<file path="config.mk">
export PLATFORM = sky130hd
export DESIGN_NAME = rsc_reset_source_controller
export DESIGN_NICKNAME = d
export VERILOG_FILES = /design/src/logic/rsc_reset_source_controller.v
export VERILOG_INCLUDE_DIRS = /design/src /design/src/shared
export SDC_FILE = /design/constraint.sdc
export NUM_CORES = 1
export LEC_CHECK = 0
export ABC_AREA = 1
export BUFFER_PORTS_ARGS = -buffer_cell sky130_fd_sc_hd__buf_2
export CAP_MARGIN = 0
export CORE_UTILIZATION = 43
export CTS_CLUSTER_SIZE = 8
export DETAILED_ROUTE_END_ITERATION = 7
export GPL_ROUTABILITY_DRIVEN = 0
export PLACE_DENSITY_LB_ADDON = 0.08
export SKIP_LAST_GASP = 1
export SLEW_MARGIN = 20
export SYNTH_ARGS = -nofsm -noshare
export SYNTH_HDL_FRONTEND = slang
export SYNTH_SLANG_ARGS = --single-unit
</file>
<file path="constraint.sdc">
create_clock -name clk -period 1.7 [get_ports clk]
set_input_delay 0 -clock clk [delete_from_list [all_inputs] [get_ports clk]]
set_output_delay 0 -clock clk [all_outputs]
set_load 0.005 [all_outputs]
</file>
<file path="src/shared/rsc_map.vh">
`ifndef RSC_MAP_VH
`define RSC_MAP_VH

// ****************************************************************
// Register address and field positions
// ****************************************************************
`define RSC_STATUS_ADDR     8'hef
`define RSC_BIT_PIN         0
`define RSC_BIT_POR         1
`define RSC_BIT_MCD         2
`define RSC_BIT_WDT         3
`define RSC_BIT_SW          4
`define RSC_BIT_CMP         5
`define RSC_BIT_FERR        6
`define RSC_BIT_USB         7

// ****************************************************************
// Reset values
// ****************************************************************
// Cause flags after power-on: only the power-on flag
`define RSC_FLAGS_POR       8'h02
// Enables after power-on: supply monitor selected
`define RSC_EN_POR          8'h02
// Bits that are enables on write, flags on read
`define RSC_EN_MASK         8'hb6

// ****************************************************************
// Flash user code limits
// ****************************************************************
`define RSC_LIMIT_32K       16'h7fff
`define RSC_LIMIT_64K       16'hfbff

// ****************************************************************
// Timing
// ****************************************************************
`define RSC_CLK_MHZ         125
`define RSC_EXEC_DELAY_NS   5000
`define RSC_EXEC_DELAY_CYC  ((`RSC_EXEC_DELAY_NS*`RSC_CLK_MHZ+999)/1000)
`define RSC_MCD_TIMEOUT_US  100
`define RSC_WDT_DIV         12

`endif

</file>
<file path="src/logic/rsc_reset_source_controller.v">
// Function
// - Missing clock timeout resets when detector enabled
// - Bit 2 writes detector enable, reads flag
// - Reset pin untouched by internal sources except supply monitor
// - Bit 5 selects comparator; low output resets
// - Watchdog enabled, clock divided twelve, after reset
// - Watchdog timeout resets; bit 3 read-only flag
// - Flash write above limit causes reset
// - Code read or branch above limit resets
// - Security-blocked flash access causes reset
// - Flash write with monitor off resets
// - Bit 6 flags flash error, read-only
// - Bit 4 one forces reset; zero ignored
// - Bit 7 selects USB bus reset source
// - Bus-power detect matching polarity also resets
// - Bit 1 power-on flag; selects supply monitor
// - Bit 0 flags external pin reset
// - Read-modify-write sees enables, and flags only on bits 0, 3 and 6
// - Execution waits five microseconds after release
// - Non power-on resets clear power-on flag
`timescale 1ns/1ps
`include "rsc_map.vh"

module rsc_reset_source_controller #(
  parameter FLASH_64K = 1
) (
  input  wire        clk,
  input  wire        nrst,
  // Register bus
  input  wire [7:0]  sfr_addr,
  input  wire        sfr_wr,
  input  wire [7:0]  sfr_wdata,
  input  wire        sfr_rd,
  input  wire        sfr_rmw,
  output reg  [7:0]  sfr_rdata,
  // Asynchronous reset requests
  input  wire        pin_rst_n,
  input  wire        mcd_oneshot_expired,
  input  wire        vdd_below_thresh,
  input  wire        cmp0_out,
  input  wire        usb_bus_reset,
  input  wire        vbus_level,
  // Same-domain requests and status
  input  wire        vdd_mon_enabled,
  input  wire        usb_enabled,
  input  wire        bus_power_polarity,
  input  wire        wdt_timeout,
  input  wire        program_store_write_enable,
  input  wire        xwr_valid,
  input  wire [15:0] xwr_addr,
  input  wire        code_space_read_valid,
  input  wire [15:0] code_space_read_addr,
  input  wire        fetch_valid,
  input  wire [15:0] fetch_addr,
  input  wire        flash_sec_block,
  input  wire        flash_wr_attempt,
  // Outputs
  output reg         sys_rst_n,
  output reg         rst_pin_out,
  output reg         rst_pin_oe,
  output reg         wdt_force_default,
  output reg         wdt_clk_en,
  output reg         mcd_enable,
  output reg         vdd_mon_select
);

  // ****************************************************************
  // Constants
  // ****************************************************************
  localparam [1:0] ST_RUN   = 2'd0;   // Normal execution
  localparam [1:0] ST_HOLD  = 2'd1;   // Source still asserted
  localparam [1:0] ST_DELAY = 2'd2;   // Wait before execution
  // Integer forms, cut to register width below
  localparam integer DLY_INT = `RSC_EXEC_DELAY_CYC;
  localparam integer WDT_INT = `RSC_WDT_DIV - 1;
  localparam [9:0] DLY_CYC  = DLY_INT[9:0];   // Execution delay count
  localparam [3:0] WDT_LAST = WDT_INT[3:0];   // Last divider step
  localparam [15:0] CODE_LIMIT = FLASH_64K ? `RSC_LIMIT_64K
                                           : `RSC_LIMIT_32K;

  // ****************************************************************
  // Reset release synchroniser
  // ****************************************************************
  reg        rst_s1_r;                // First stage
  reg        rst_n_r;                 // Released reset copy

  // Release nrst through two flops
  always @(posedge clk or negedge nrst) begin
    if (!nrst) begin
      rst_s1_r <= 1'b0;
      rst_n_r  <= 1'b0;
    end else begin
      rst_s1_r <= 1'b1;
      rst_n_r  <= rst_s1_r;
    end
  end

  // ****************************************************************
  // Input synchronisers
  // ****************************************************************
  wire [5:0] async_in;                // Raw asynchronous requests
  reg  [5:0] sync1_r;                 // First stage, read by stage 2
  reg  [5:0] sync2_r;                 // Safe copies

  assign async_in = {vbus_level, usb_bus_reset, cmp0_out,
                     vdd_below_thresh, mcd_oneshot_expired,
                     ~pin_rst_n};

  // Two flops on every asynchronous input
  always @(posedge clk or negedge rst_n_r) begin
    if (!rst_n_r) begin
      sync1_r <= 6'h00;
      sync2_r <= 6'h00;
    end else begin
      sync1_r <= async_in;
      sync2_r <= sync1_r;
    end
  end

  wire pin_low   = sync2_r[0];        // External pin held low
  wire mcd_exp   = sync2_r[1];        // One-shot timed out
  wire vdd_low   = sync2_r[2];        // Supply below threshold
  wire cmp_high  = sync2_r[3];        // Comparator output
  wire usb_rst   = sync2_r[4];        // Bus reset signalling
  wire vbus_s    = sync2_r[5];        // Bus-power detect level

  // ****************************************************************
  // Register state
  // ****************************************************************
  reg  [7:0] en_r;                    // Stored source enables
  reg  [7:0] flags_r;                 // Cause of last reset
  reg  [1:0] state_r;                 // Sequencer state
  reg  [9:0] dly_r;                   // Execution delay count
  reg  [3:0] div_r;                   // Watchdog clock divider

  wire sfr_sel = (sfr_addr == `RSC_STATUS_ADDR);
  wire wr_hit  = sfr_wr & sfr_sel;

  // ****************************************************************
  // Trigger detection
  // ****************************************************************
  // Address above user limit
  wire over_xwr   = program_store_write_enable & xwr_valid &
                    (xwr_addr > CODE_LIMIT);
  wire over_read  = (code_space_read_valid & (code_space_read_addr > CODE_LIMIT)) |
                    (fetch_valid & (fetch_addr > CODE_LIMIT));
  wire flash_err  = over_xwr | over_read | flash_sec_block |
                    (flash_wr_attempt & ~vdd_mon_enabled);

  // Monitor selected while off or low
  wire t_vdd  = en_r[`RSC_BIT_POR] & (vdd_low | ~vdd_mon_enabled);
  wire t_pin  = pin_low;
  wire t_mcd  = en_r[`RSC_BIT_MCD] & mcd_exp;
  wire t_wdt  = wdt_timeout;
  wire t_cmp  = en_r[`RSC_BIT_CMP] & ~cmp_high;
  wire t_usb  = en_r[`RSC_BIT_USB] &
                ((usb_rst & usb_enabled) |
                 (vbus_s == bus_power_polarity));
  wire t_sw   = wr_hit & sfr_wdata[`RSC_BIT_SW];

  // ****************************************************************
  // Cause encoding, one source per reset
  // ****************************************************************
  reg  [7:0] cause;                   // One-hot new flags
  reg        hit;                     // Any source fired

  // Priority pick of the winning source
  always @* begin
    hit   = 1'b1;
    cause = 8'h00;
    if (t_vdd) begin
      cause[`RSC_BIT_POR] = 1'b1;
    end else if (t_pin) begin
      cause[`RSC_BIT_PIN] = 1'b1;
    end else if (t_mcd) begin
      cause[`RSC_BIT_MCD] = 1'b1;
    end else if (flash_err) begin
      cause[`RSC_BIT_FERR] = 1'b1;
    end else if (t_wdt) begin
      cause[`RSC_BIT_WDT] = 1'b1;
    end else if (t_cmp) begin
      cause[`RSC_BIT_CMP] = 1'b1;
    end else if (t_usb) begin
      cause[`RSC_BIT_USB] = 1'b1;
    end else if (t_sw) begin
      cause[`RSC_BIT_SW] = 1'b1;
    end else begin
      hit = 1'b0;
    end
  end

  // ****************************************************************
  // Reset sequencer
  // ****************************************************************
  // Still-held sources keep the system in reset
  wire held = pin_low | t_vdd;

  // State, cause capture and enables
  always @(posedge clk or negedge rst_n_r) begin
    if (!rst_n_r) begin
      state_r <= ST_DELAY;
      dly_r   <= 10'h000;
      flags_r <= `RSC_FLAGS_POR;
      en_r    <= `RSC_EN_POR;
    end else begin
      case (state_r)
        ST_RUN: begin
          if (hit) begin
            flags_r <= cause;
            // Enables drop, monitor selection persists
            en_r    <= en_r & (8'h01 << `RSC_BIT_POR);
            state_r <= ST_HOLD;
          end else if (wr_hit) begin
            en_r <= sfr_wdata & `RSC_EN_MASK &
                    ~(8'h01 << `RSC_BIT_SW);
          end
        end
        ST_HOLD: begin
          // Wait for held sources to let go
          if (!held) begin
            dly_r   <= 10'h000;
            state_r <= ST_DELAY;
          end
        end
        ST_DELAY: begin
          if (held) begin
            state_r <= ST_HOLD;
          end else if (dly_r == DLY_CYC - 10'd1) begin
            state_r <= ST_RUN;
          end else begin
            dly_r <= dly_r + 10'd1;
          end
        end
        default: begin
          state_r <= ST_HOLD;
        end
      endcase
    end
  end

  // ****************************************************************
  // Registered outputs
  // ****************************************************************
  wire in_rst = (state_r != ST_RUN);  // System held in reset

  // System reset, pin drive and enables
  always @(posedge clk or negedge rst_n_r) begin
    if (!rst_n_r) begin
      sys_rst_n         <= 1'b0;
      rst_pin_out       <= 1'b0;
      rst_pin_oe        <= 1'b1;
      wdt_force_default <= 1'b1;
      mcd_enable        <= 1'b0;
      vdd_mon_select    <= 1'b1;
    end else begin
      sys_rst_n         <= ~in_rst;
      rst_pin_out       <= 1'b0;
      // Pin driven only for supply resets
      rst_pin_oe        <= in_rst & flags_r[`RSC_BIT_POR];
      wdt_force_default <= in_rst;
      mcd_enable        <= en_r[`RSC_BIT_MCD];
      vdd_mon_select    <= en_r[`RSC_BIT_POR];
    end
  end

  // Watchdog clock enable every twelve cycles
  always @(posedge clk or negedge rst_n_r) begin
    if (!rst_n_r) begin
      div_r      <= 4'h0;
      wdt_clk_en <= 1'b0;
    end else begin
      wdt_clk_en <= (div_r == WDT_LAST);
      if (div_r == WDT_LAST) begin
        div_r <= 4'h0;
      end else begin
        div_r <= div_r + 4'h1;
      end
    end
  end

  // ****************************************************************
  // Register read
  // ****************************************************************
  // Read-modify-write returns enables, flags on bits 0, 3 and 6
  wire [7:0] rmw_view = (en_r & `RSC_EN_MASK) |
                        (flags_r & ~`RSC_EN_MASK);

  // Read data, zero when unselected
  always @(posedge clk or negedge rst_n_r) begin
    if (!rst_n_r) begin
      sfr_rdata <= 8'h00;
    end else if (sfr_rd && sfr_sel) begin
      if (sfr_rmw) begin
        sfr_rdata <= rmw_view;
      end else begin
        sfr_rdata <= flags_r;
      end
    end else begin
      sfr_rdata <= 8'h00;
    end
  end

endmodule

</file>
==> summary.md, run 1 <==
| Metric | Value |
|---|---|
| Status | finished clean |
| Mux contribution to synthesized area | 0.4077% |
| Nets | 462 |
| Clock-pin slew on the worst setup and hold paths | 100 ps |
| Max Cap Viol | 0 |
| Combinational Power Share | 19.9% |
| Share of post-route cells with drive strength above 1 | 27.47% |
| Pwr/cell area | 923.1 mW/mm² |
| Total length of routed wires | 4.623 mm |
| CTS Root Buffer Type | clkbuf_8 |
| Final hold violations | 0 |
| Largest cells by area after synthesis | dfrtp_1 51%, nand2_1 12%, dfstp_2 6.4% |
| Die height | 77.56 µm |
| Static leakage power | 1.616 nW |
| Vias in the first global route | 1896 |
| Setup crit end | dly_r[6]$_DFFE_PN0P_ |
| Antenna-violating nets left | 0 |
| Clock tree buffer depth | 2 |
| CTS HTree Levels | 2 |
| Final TNS setup | 0 ps |
| Crit path kind | register to register |
| R2r setup slk | 200 ps |
| Final Cycle Share | 88.43% |
| Post-Syn Nets | 369 |
| Net Sw Frac | 27.33% |
| Register area share after synthesis | 57.39% |
| DP HPWL | 3.484 mm |
| Yosys top cell by area | dfrtp_1 |
| Number of synthesized register bits | 56 |
| I/O Pins | 100 |
| Clk pwr share | 29.4% |
| Area share of fa/ha/maj cells after synthesis | 1.529% |
| Worst Hold Class | primary input to register |
| Avg Vias per Cell | 4.490 |
| Final setup fails | 0 |
| Tmin final | 1503 ps |
| CP Launch Point | dly_r[1]$_DFFE_PN0P_ |
| Bufs and invs on worst path | 2 |
| Skew-Pair Late Insertion Delay | 310 ps |
| Post-Synth Simple-Gate Area | 26.45% |
| CP Depth | 10 |
| CP most frequent cell | nand2_1 |
| Post-Syn Instances | 281 |
| Crit path DAT | 1700 ps |
| Die width | 77.56 µm |
| Post-Syn Area per Cell | 8.736 µm² |
| TritonCTS buffer count | 5 |
| Startpoint class of the critical path | register |
| Starting Density | 44.58% |
| Initial antenna violation count | 0 |
| Syn-to-layout area delta | 30.02% |
| Die footprint | 0.006015 mm² |
| Complex-gate fraction of the synthesized area | 6.524% |
| Core area | 0.005507 mm² |
| Worst r2r path cells | 10 |
| Post-synthesis cell area | 0.002455 mm² |
| Row cnt | 27 |
| R2R Path End | dly_r[6]$_DFFE_PN0P_ |
| RSZ-0062 raised after global routing | false |
| Clock Sinks | 56 |
| Total GRT Usage | 17.84% |
| Yosys cell types | 28 |
| Syn. warnings | 0 |
| DR WL/cell | 10.34 µm |
| Ant. Diodes | 0 |
| RR Startpoint | dly_r[1]$_DFFE_PN0P_ |
| Via count | 2007 |
| Drc violations | 0 |
| Fin util | 57.96% |
| DR iter-0 viols | 64 |
| Setup Skew | 8.130 ps |
| Fmax | 665.2 MHz |
| CP endpoint kind | register |
| GRT Residual Overflow | 0 |
| TritonCTS clock tree | done |
| Maximum vdd drop | 634.8 µV |
| Largest net degree at the start of global routing | 50 |
| Worst endpoint required time | 1890 ps |
| Max-slew violation count | 0 |
| Port buffer count | 65 |
| Router iterations before antenna repair | 4 |
| Reg power frac | 50.7% |
| Peak per-stage delay on the critical path | 420 ps |
| NetSw | 0.8051 mW |
| Yosys top cell area share | 50.97% |
| Int Power | 2.141 mW |
| Post-Synth XOR/XNOR Area | 1.070% |
| First-pass GRT wire length | 8.259 mm |
| Slowest-stage cell, CP | dfrtp_1 |
| Worst path cell trace | inv_2 -> ha_1 -> nand2_1 -> nor2_1 -> nand4_1 -> nand2_1 -> o21ai_1 -> buf_4 -> nand3_1 -> o21ai_0 |
| Largest family of logic cells by synthesized area | simple AND/OR/NAND/NOR gates |
| CP delay by family, top | flip-flops |
| Worst Path Max Fanout | 5 |
==> worst min-delay path by stage <==
stage                     slack (ps)  cells after the start                      to             from
after floorplan                 -300                      0       rst_n_r$_DFF_PN0_             nrst
after global placement          -210                      1      rst_s1_r$_DFF_PN0_             nrst
after detailed placement        -210                      1      rst_s1_r$_DFF_PN0_             nrst
after CTS                         40                      4  flags_r[1]$_DFFE_PN1P_  vdd_mon_enabled
after global routing              90                      4  flags_r[1]$_DFFE_PN1P_  vdd_mon_enabled
final                             40                      4  flags_r[1]$_DFFE_PN1P_  vdd_mon_enabled
==> cells in the final DEF, fill, tap and decap left out, types with 6 or more instances in the layout <==
master / synthesis / routed
buf_2: 1 / 65
buf_4: 1 / 9
dfrtp_1: 50 / 49
dfstp_2: 6 / 6
dlygate4sd3_1: 0 / 14
inv_1: 35 / 33
nand2_1: 76 / 76
nand3_1: 22 / 22
nor2_1: 32 / 32
o21ai_0: 18 / 18
==> logic make-up after synthesis <==
logic type | count (synthesis)
xor+xnor | 3
buf+inv | 38
fa+ha+maj | 3
mux | 1
simple gates | 150
flops | 56
compound gates | 28
other cells | 2
==> flip-flops by register name (all words and copies together), names as in the netlist <==
| register | flops |
|---|---|
| sys_rst_n | 1 |
| vdd_mon_select | 1 |
| state_r | 2 |
| mcd_enable | 1 |
| sfr_rdata | 8 |
| dly_r | 10 |
| sync1_r | 6 |
| wdt_clk_en | 1 |
| rst_pin_oe | 1 |
| sync2_r | 6 |
| wdt_force_default | 1 |
| flags_r | 8 |
| en_r | 4 |
| rst_n_r | 1 |
| div_r | 4 |
| rst_s1_r | 1 |
==> tightest hold or removal path: cells and delay by family <==
family	cells	cell delay, ps
compound gates	1	90
simple gates	2	150
buf+inv	1	90
==> cell type report <==
cell class                 count  area [µm²]
clock inverter                 3       47.55
inverter                      35       131.4
multi-input combinational    187       890.9
tap                           72       90.09
clock buffer                   5       68.82
fill                         516        2315
timing repair buffer          89       553.0
sequential                    56        1410
==> power groups by stage <==
stage          clock network [mW]  logic (mW)  registers [mW]
3_5_place_dp                    0       0.564            1.52
5_1_grt                     0.936       0.684            1.51
3_3_place_gp                    0       0.556            1.52
4_1_cts                     0.895       0.591            1.50
2_1_floorplan                   0       0.325            1.54
6_report                    0.865       0.588            1.49
==> synth_stat cells <==
master and instances:
xor2_1 3, nor3b_1 1, nor2_4 1, o21bai_4 1, nand2_1 76, nor3_1 5
mux2i_1 1, conb_1 2, nand3_1 22, ha_1 3, nor2_1 32, a21oi_1 4
dfstp_2 6, nand4_1 5, or2_2 2, nand2_2 3, o21ai_1 3, o21ai_0 18
dfrtp_1 50, buf_4 1, inv_1 35, a21oi_2 1, nor2_2 1, nand3_2 1
nand2_4 1, o21bai_1 1, buf_6 1, buf_2 1
==> per-layer routing <==
layer / vias to the layer above / global-route usage (%) / wire [µm]
met5: - / 0 / 0
met4: 0 / 6.604 / 63
met3: 7 / 4.588 / 196
met2: 41 / 29.03 / 2126
met1: 892 / 22.90 / 2237
li1: 1067 / - / -
==> timing repair <==
action,CTS,global route
gates resized for setup,0,2
hold endpoints to repair,16,0
setup endpoints to repair,0,9
hold buffers,14,0
buffers inserted,0,1
==> per-stage QoR <==
stage                     total power [mW]  cell area, µm²  hold WS (ps)  cells  setup WS [ps]
after global placement               2.073            2928        -212.3    424          163.6
after detailed placement             2.086            2928        -213.6    424          130.8
after floorplan                      1.861            2455        -295.6    281          36.02
after global routing                 3.129            3192         93.66    447          7.291
final                                2.946            3192         36.42    447          196.7
after CTS                            2.982            3184         41.17    446          113.7
(Power assumes the default switching activity.)
==> run 2, diff against run 1 <==
--- a/config.mk
+++ b/config.mk
@@ -13,6 +13,7 @@
 export CTS_CLUSTER_SIZE = 8
 export DETAILED_ROUTE_END_ITERATION = 7
 export GPL_ROUTABILITY_DRIVEN = 0
+export GPL_TIMING_DRIVEN = 0
 export PLACE_DENSITY_LB_ADDON = 0.08
 export SKIP_LAST_GASP = 1
 export SLEW_MARGIN = 20
==> summary.md, run 2 (synthesized netlist as in run 1, its figures left out) <==
| Metric | Value |
|---|---|
| Status | finished clean (unchanged) |
| CTS Root Buffer Type | clkbuf_8 (unchanged) |
| Max-slew violation count | 0 (unchanged) |
| DR iter-0 viols | 82 (was 64) |
| Final setup fails | 0 (unchanged) |
| Worst r2r path cells | 10 (unchanged) |
| Crit path kind | register to register (unchanged) |
| Die width | 77.56 µm (unchanged) |
| Finished Layout Cells | 440 (was 447) |
| Clock Sinks | 56 (unchanged) |
| Most common cell after layout, fill and taps aside | nand2_1 (unchanged) |
| Biggest regs | dly_r (10), flags_r (8), sfr_rdata (8) (unchanged) |
| Via count | 1951 (was 2007) |
| Clock-pin slew on the worst setup and hold paths | 100 ps (about the same) |
| DP HPWL | 3.337 mm (was 3.484 mm) |
| Router iterations before antenna repair | 4 (unchanged) |
| Final hold violations | 0 (unchanged) |
| Largest register FFs | 10 (unchanged) |
| Avg Vias per Cell | 4.434 (was 4.490) |
| Tmin final | 1579 ps (was 1503 ps) |
| Dpl cell area | 0.002874 mm² (was 0.002928 mm²) |
| Startpoint class of the critical path | register (unchanged) |
| Worst Path Max Fanout | 10 (was 5) |
| Row cnt | 27 (unchanged) |
| CP endpoint kind | register (unchanged) |
| Slew HR | 54.97% |
| Final Cycle Share | 92.86% (was 88.43%) |
| TritonCTS buffer count | 5 (unchanged) |
| Fmax | 633.5 MHz (was 665.2 MHz) |
| Post-route cell area | 0.003137 mm² (was 0.003192 mm²) |
| Total length of routed wires | 4.578 mm (was 4.623 mm) |
| Antenna-violating nets left | 0 (unchanged) |
| Skew-Pair Late Insertion Delay | 300 ps (was 310 ps) |
| R2R Path End | dly_r[6]$_DFFE_PN0P_ (unchanged) |
| Port buffer count | 65 (unchanged) |
| Worst Hold Class | primary input to register (unchanged) |
| Share of post-route cells with drive strength above 1 | 26.90% (was 27.47%) |
| Nets | 455 (was 462) |
| Ant. Diodes | 0 (unchanged) |
| First-pass GRT wire length | 8.204 mm (was 8.259 mm) |
| TritonCTS clock tree | done (unchanged) |
| Final TNS setup | 0 ps (unchanged) |
| Syn-to-layout area delta | 27.78% (was 30.02%) |
| Worst endpoint required time | 1890 ps (about the same) |
| Slew @ Worst Pin | 675.4 ps |
| CTS HTree Levels | 2 (unchanged) |
| Starting Density | 44.58% (unchanged) |
| Post-layout total power | 2.899 mW (was 2.946 mW) |
| Drc violations | 0 (unchanged) |
| Worst hold path endpoint | flags_r[1]$_DFFE_PN1P_ (unchanged) |
| Static leakage power | 1.570 nW (was 1.616 nW) |
| DR WL/cell | 10.40 µm (was 10.34 µm) |
| I/O Pins | 100 (unchanged) |
| Max Cap Viol | 0 (unchanged) |
| Clock tree buffer depth | 2 (unchanged) |
| DP Cell Count | 418 (was 424) |
| GRT Residual Overflow | 0 (unchanged) |
| Crit path DAT | 1770 ps (was 1700 ps) |
| Die footprint | 0.006015 mm² (unchanged) |
| Hold Startpoint | vdd_mon_enabled (unchanged) |
| Setup Fix Bufs, Post-CTS | 0 (unchanged) |
| Core area | 0.005507 mm² (unchanged) |
| Most frequent cells in the layout | 76 x nand2_1, 65 x buf_2, 48 x dfrtp_1, 34 x inv_1, 29 x nor2_1 (was 76 x nand2_1, 65 x buf_2, 49 x dfrtp_1, 33 x inv_1, 32 x nor2_1) |
| Maximum vdd drop | 533.9 µV (was 634.8 µV) |
| Vias in the first global route | 1920 (was 1896) |
| Initial antenna violation count | 0 (unchanged) |
| Total GRT Usage | 17.65% (was 17.84%) |
| Pwr/cell area | 924.0 mW/mm² (was 923.1 mW/mm²) |
| RSZ-0062 raised after global routing | false (unchanged) |
| Die height | 77.56 µm (unchanged) |
| R2r setup slk | 120 ps (was 200 ps) |
| Largest net degree at the start of global routing | 55 (was 50) |
| Worst Hold Depth | 4 (unchanged) |
| Setup Skew | 7.773 ps (was 8.130 ps) |
| Biggest register | dly_r (unchanged) |
| Hold Slack | 40.30 ps (was 36.42 ps) |
| RR Startpoint | dly_r[0]$_DFFE_PN0P_ (was dly_r[1]$_DFFE_PN0P_) |
run 2: cell types whose count changed in the layout (fill, tap and decap cells not counted), moves of 2 or more:
| cell | before | now |
|---|---|---|
| buf_4 | 9 | 2 |
| clkinv_4 | 2 | 0 |
| nor2_1 | 32 | 29 |
| nor2_2 | 1 | 4 |
run 2: critical path, cell delays in order, from the launching register on:
cell and delay (ps):
dfrtp_2 460, inv_1 90, ha_1 140, nand2_1 50
nor2_1 90, nand4_1 110, nand2_1 80, o21ai_1 110
buf_4 190, nand3_1 60, o21ai_0 80
run 2: how the worst max path moves through the flow:
stage                                start                      to  slack [ps]  cells after the start
floorplan                rst_n_r$_DFF_PN0_      div_r[0]$_DFF_PN0_          40                      0
global placement         rst_n_r$_DFF_PN0_  sfr_rdata[0]$_DFF_PN0_        -560                      0
detailed placement    dly_r[0]$_DFFE_PN0P_    dly_r[5]$_DFFE_PN0P_         140                      9
CTS                   dly_r[0]$_DFFE_PN0P_    dly_r[6]$_DFFE_PN0P_         100                     10
global route        state_r[1]$_DFFE_PN1P_    dly_r[6]$_DFFE_PN0P_          10                      7
finish                dly_r[0]$_DFFE_PN0P_    dly_r[6]$_DFFE_PN0P_         120                     10
run 2: layout make-up:
cell class,count,area (µm²)
multi-input cells,187,898.4
fillers,485,2370
repair buffers,79,465.4
plain buffers,3,26.28
well taps,72,90.09
clock inverters,3,42.54
clock buffers,5,68.82
inverters,35,131.4
flip-flops and latches,56,1414
run 2: routing by layer:
layer	part of all wire, %	GRT usage (%)	up-vias	wire [µm]
li1	-	-	1048	-
met5	0	0	-	0
met3	4.1	4.471	4	189
met2	45	28.32	41	2068
met4	0.94	6.038	0	43
met1	50	23.26	858	2277
run 2: stage by stage:
step | worst slack [ps] | utilization [%]
2_1_floorplan | 36.02 | -
3_3_place_gp | -563.1 | 52.12
3_5_place_dp | 144.1 | 52.19
4_1_cts | 95.02 | 56.76
5_1_grt | 13.27 | 56.96
6_report | 121.4 | 56.96
run 2: timing repair:
item / in CTS / in global routing
hold endpoints to repair: 16 / 0
endpoints found under the setup margin: 0 / 13
hold buffers: 14 / 0
resized for setup: 0 / 7
run 2: where the power goes:
part / internal [mW] / switching [mW]
Clock: 0.436 / 0.408
Combinational: 0.218 / 0.310
Sequential: 1.45 / 0.0790
Total: 2.10 / 0.797
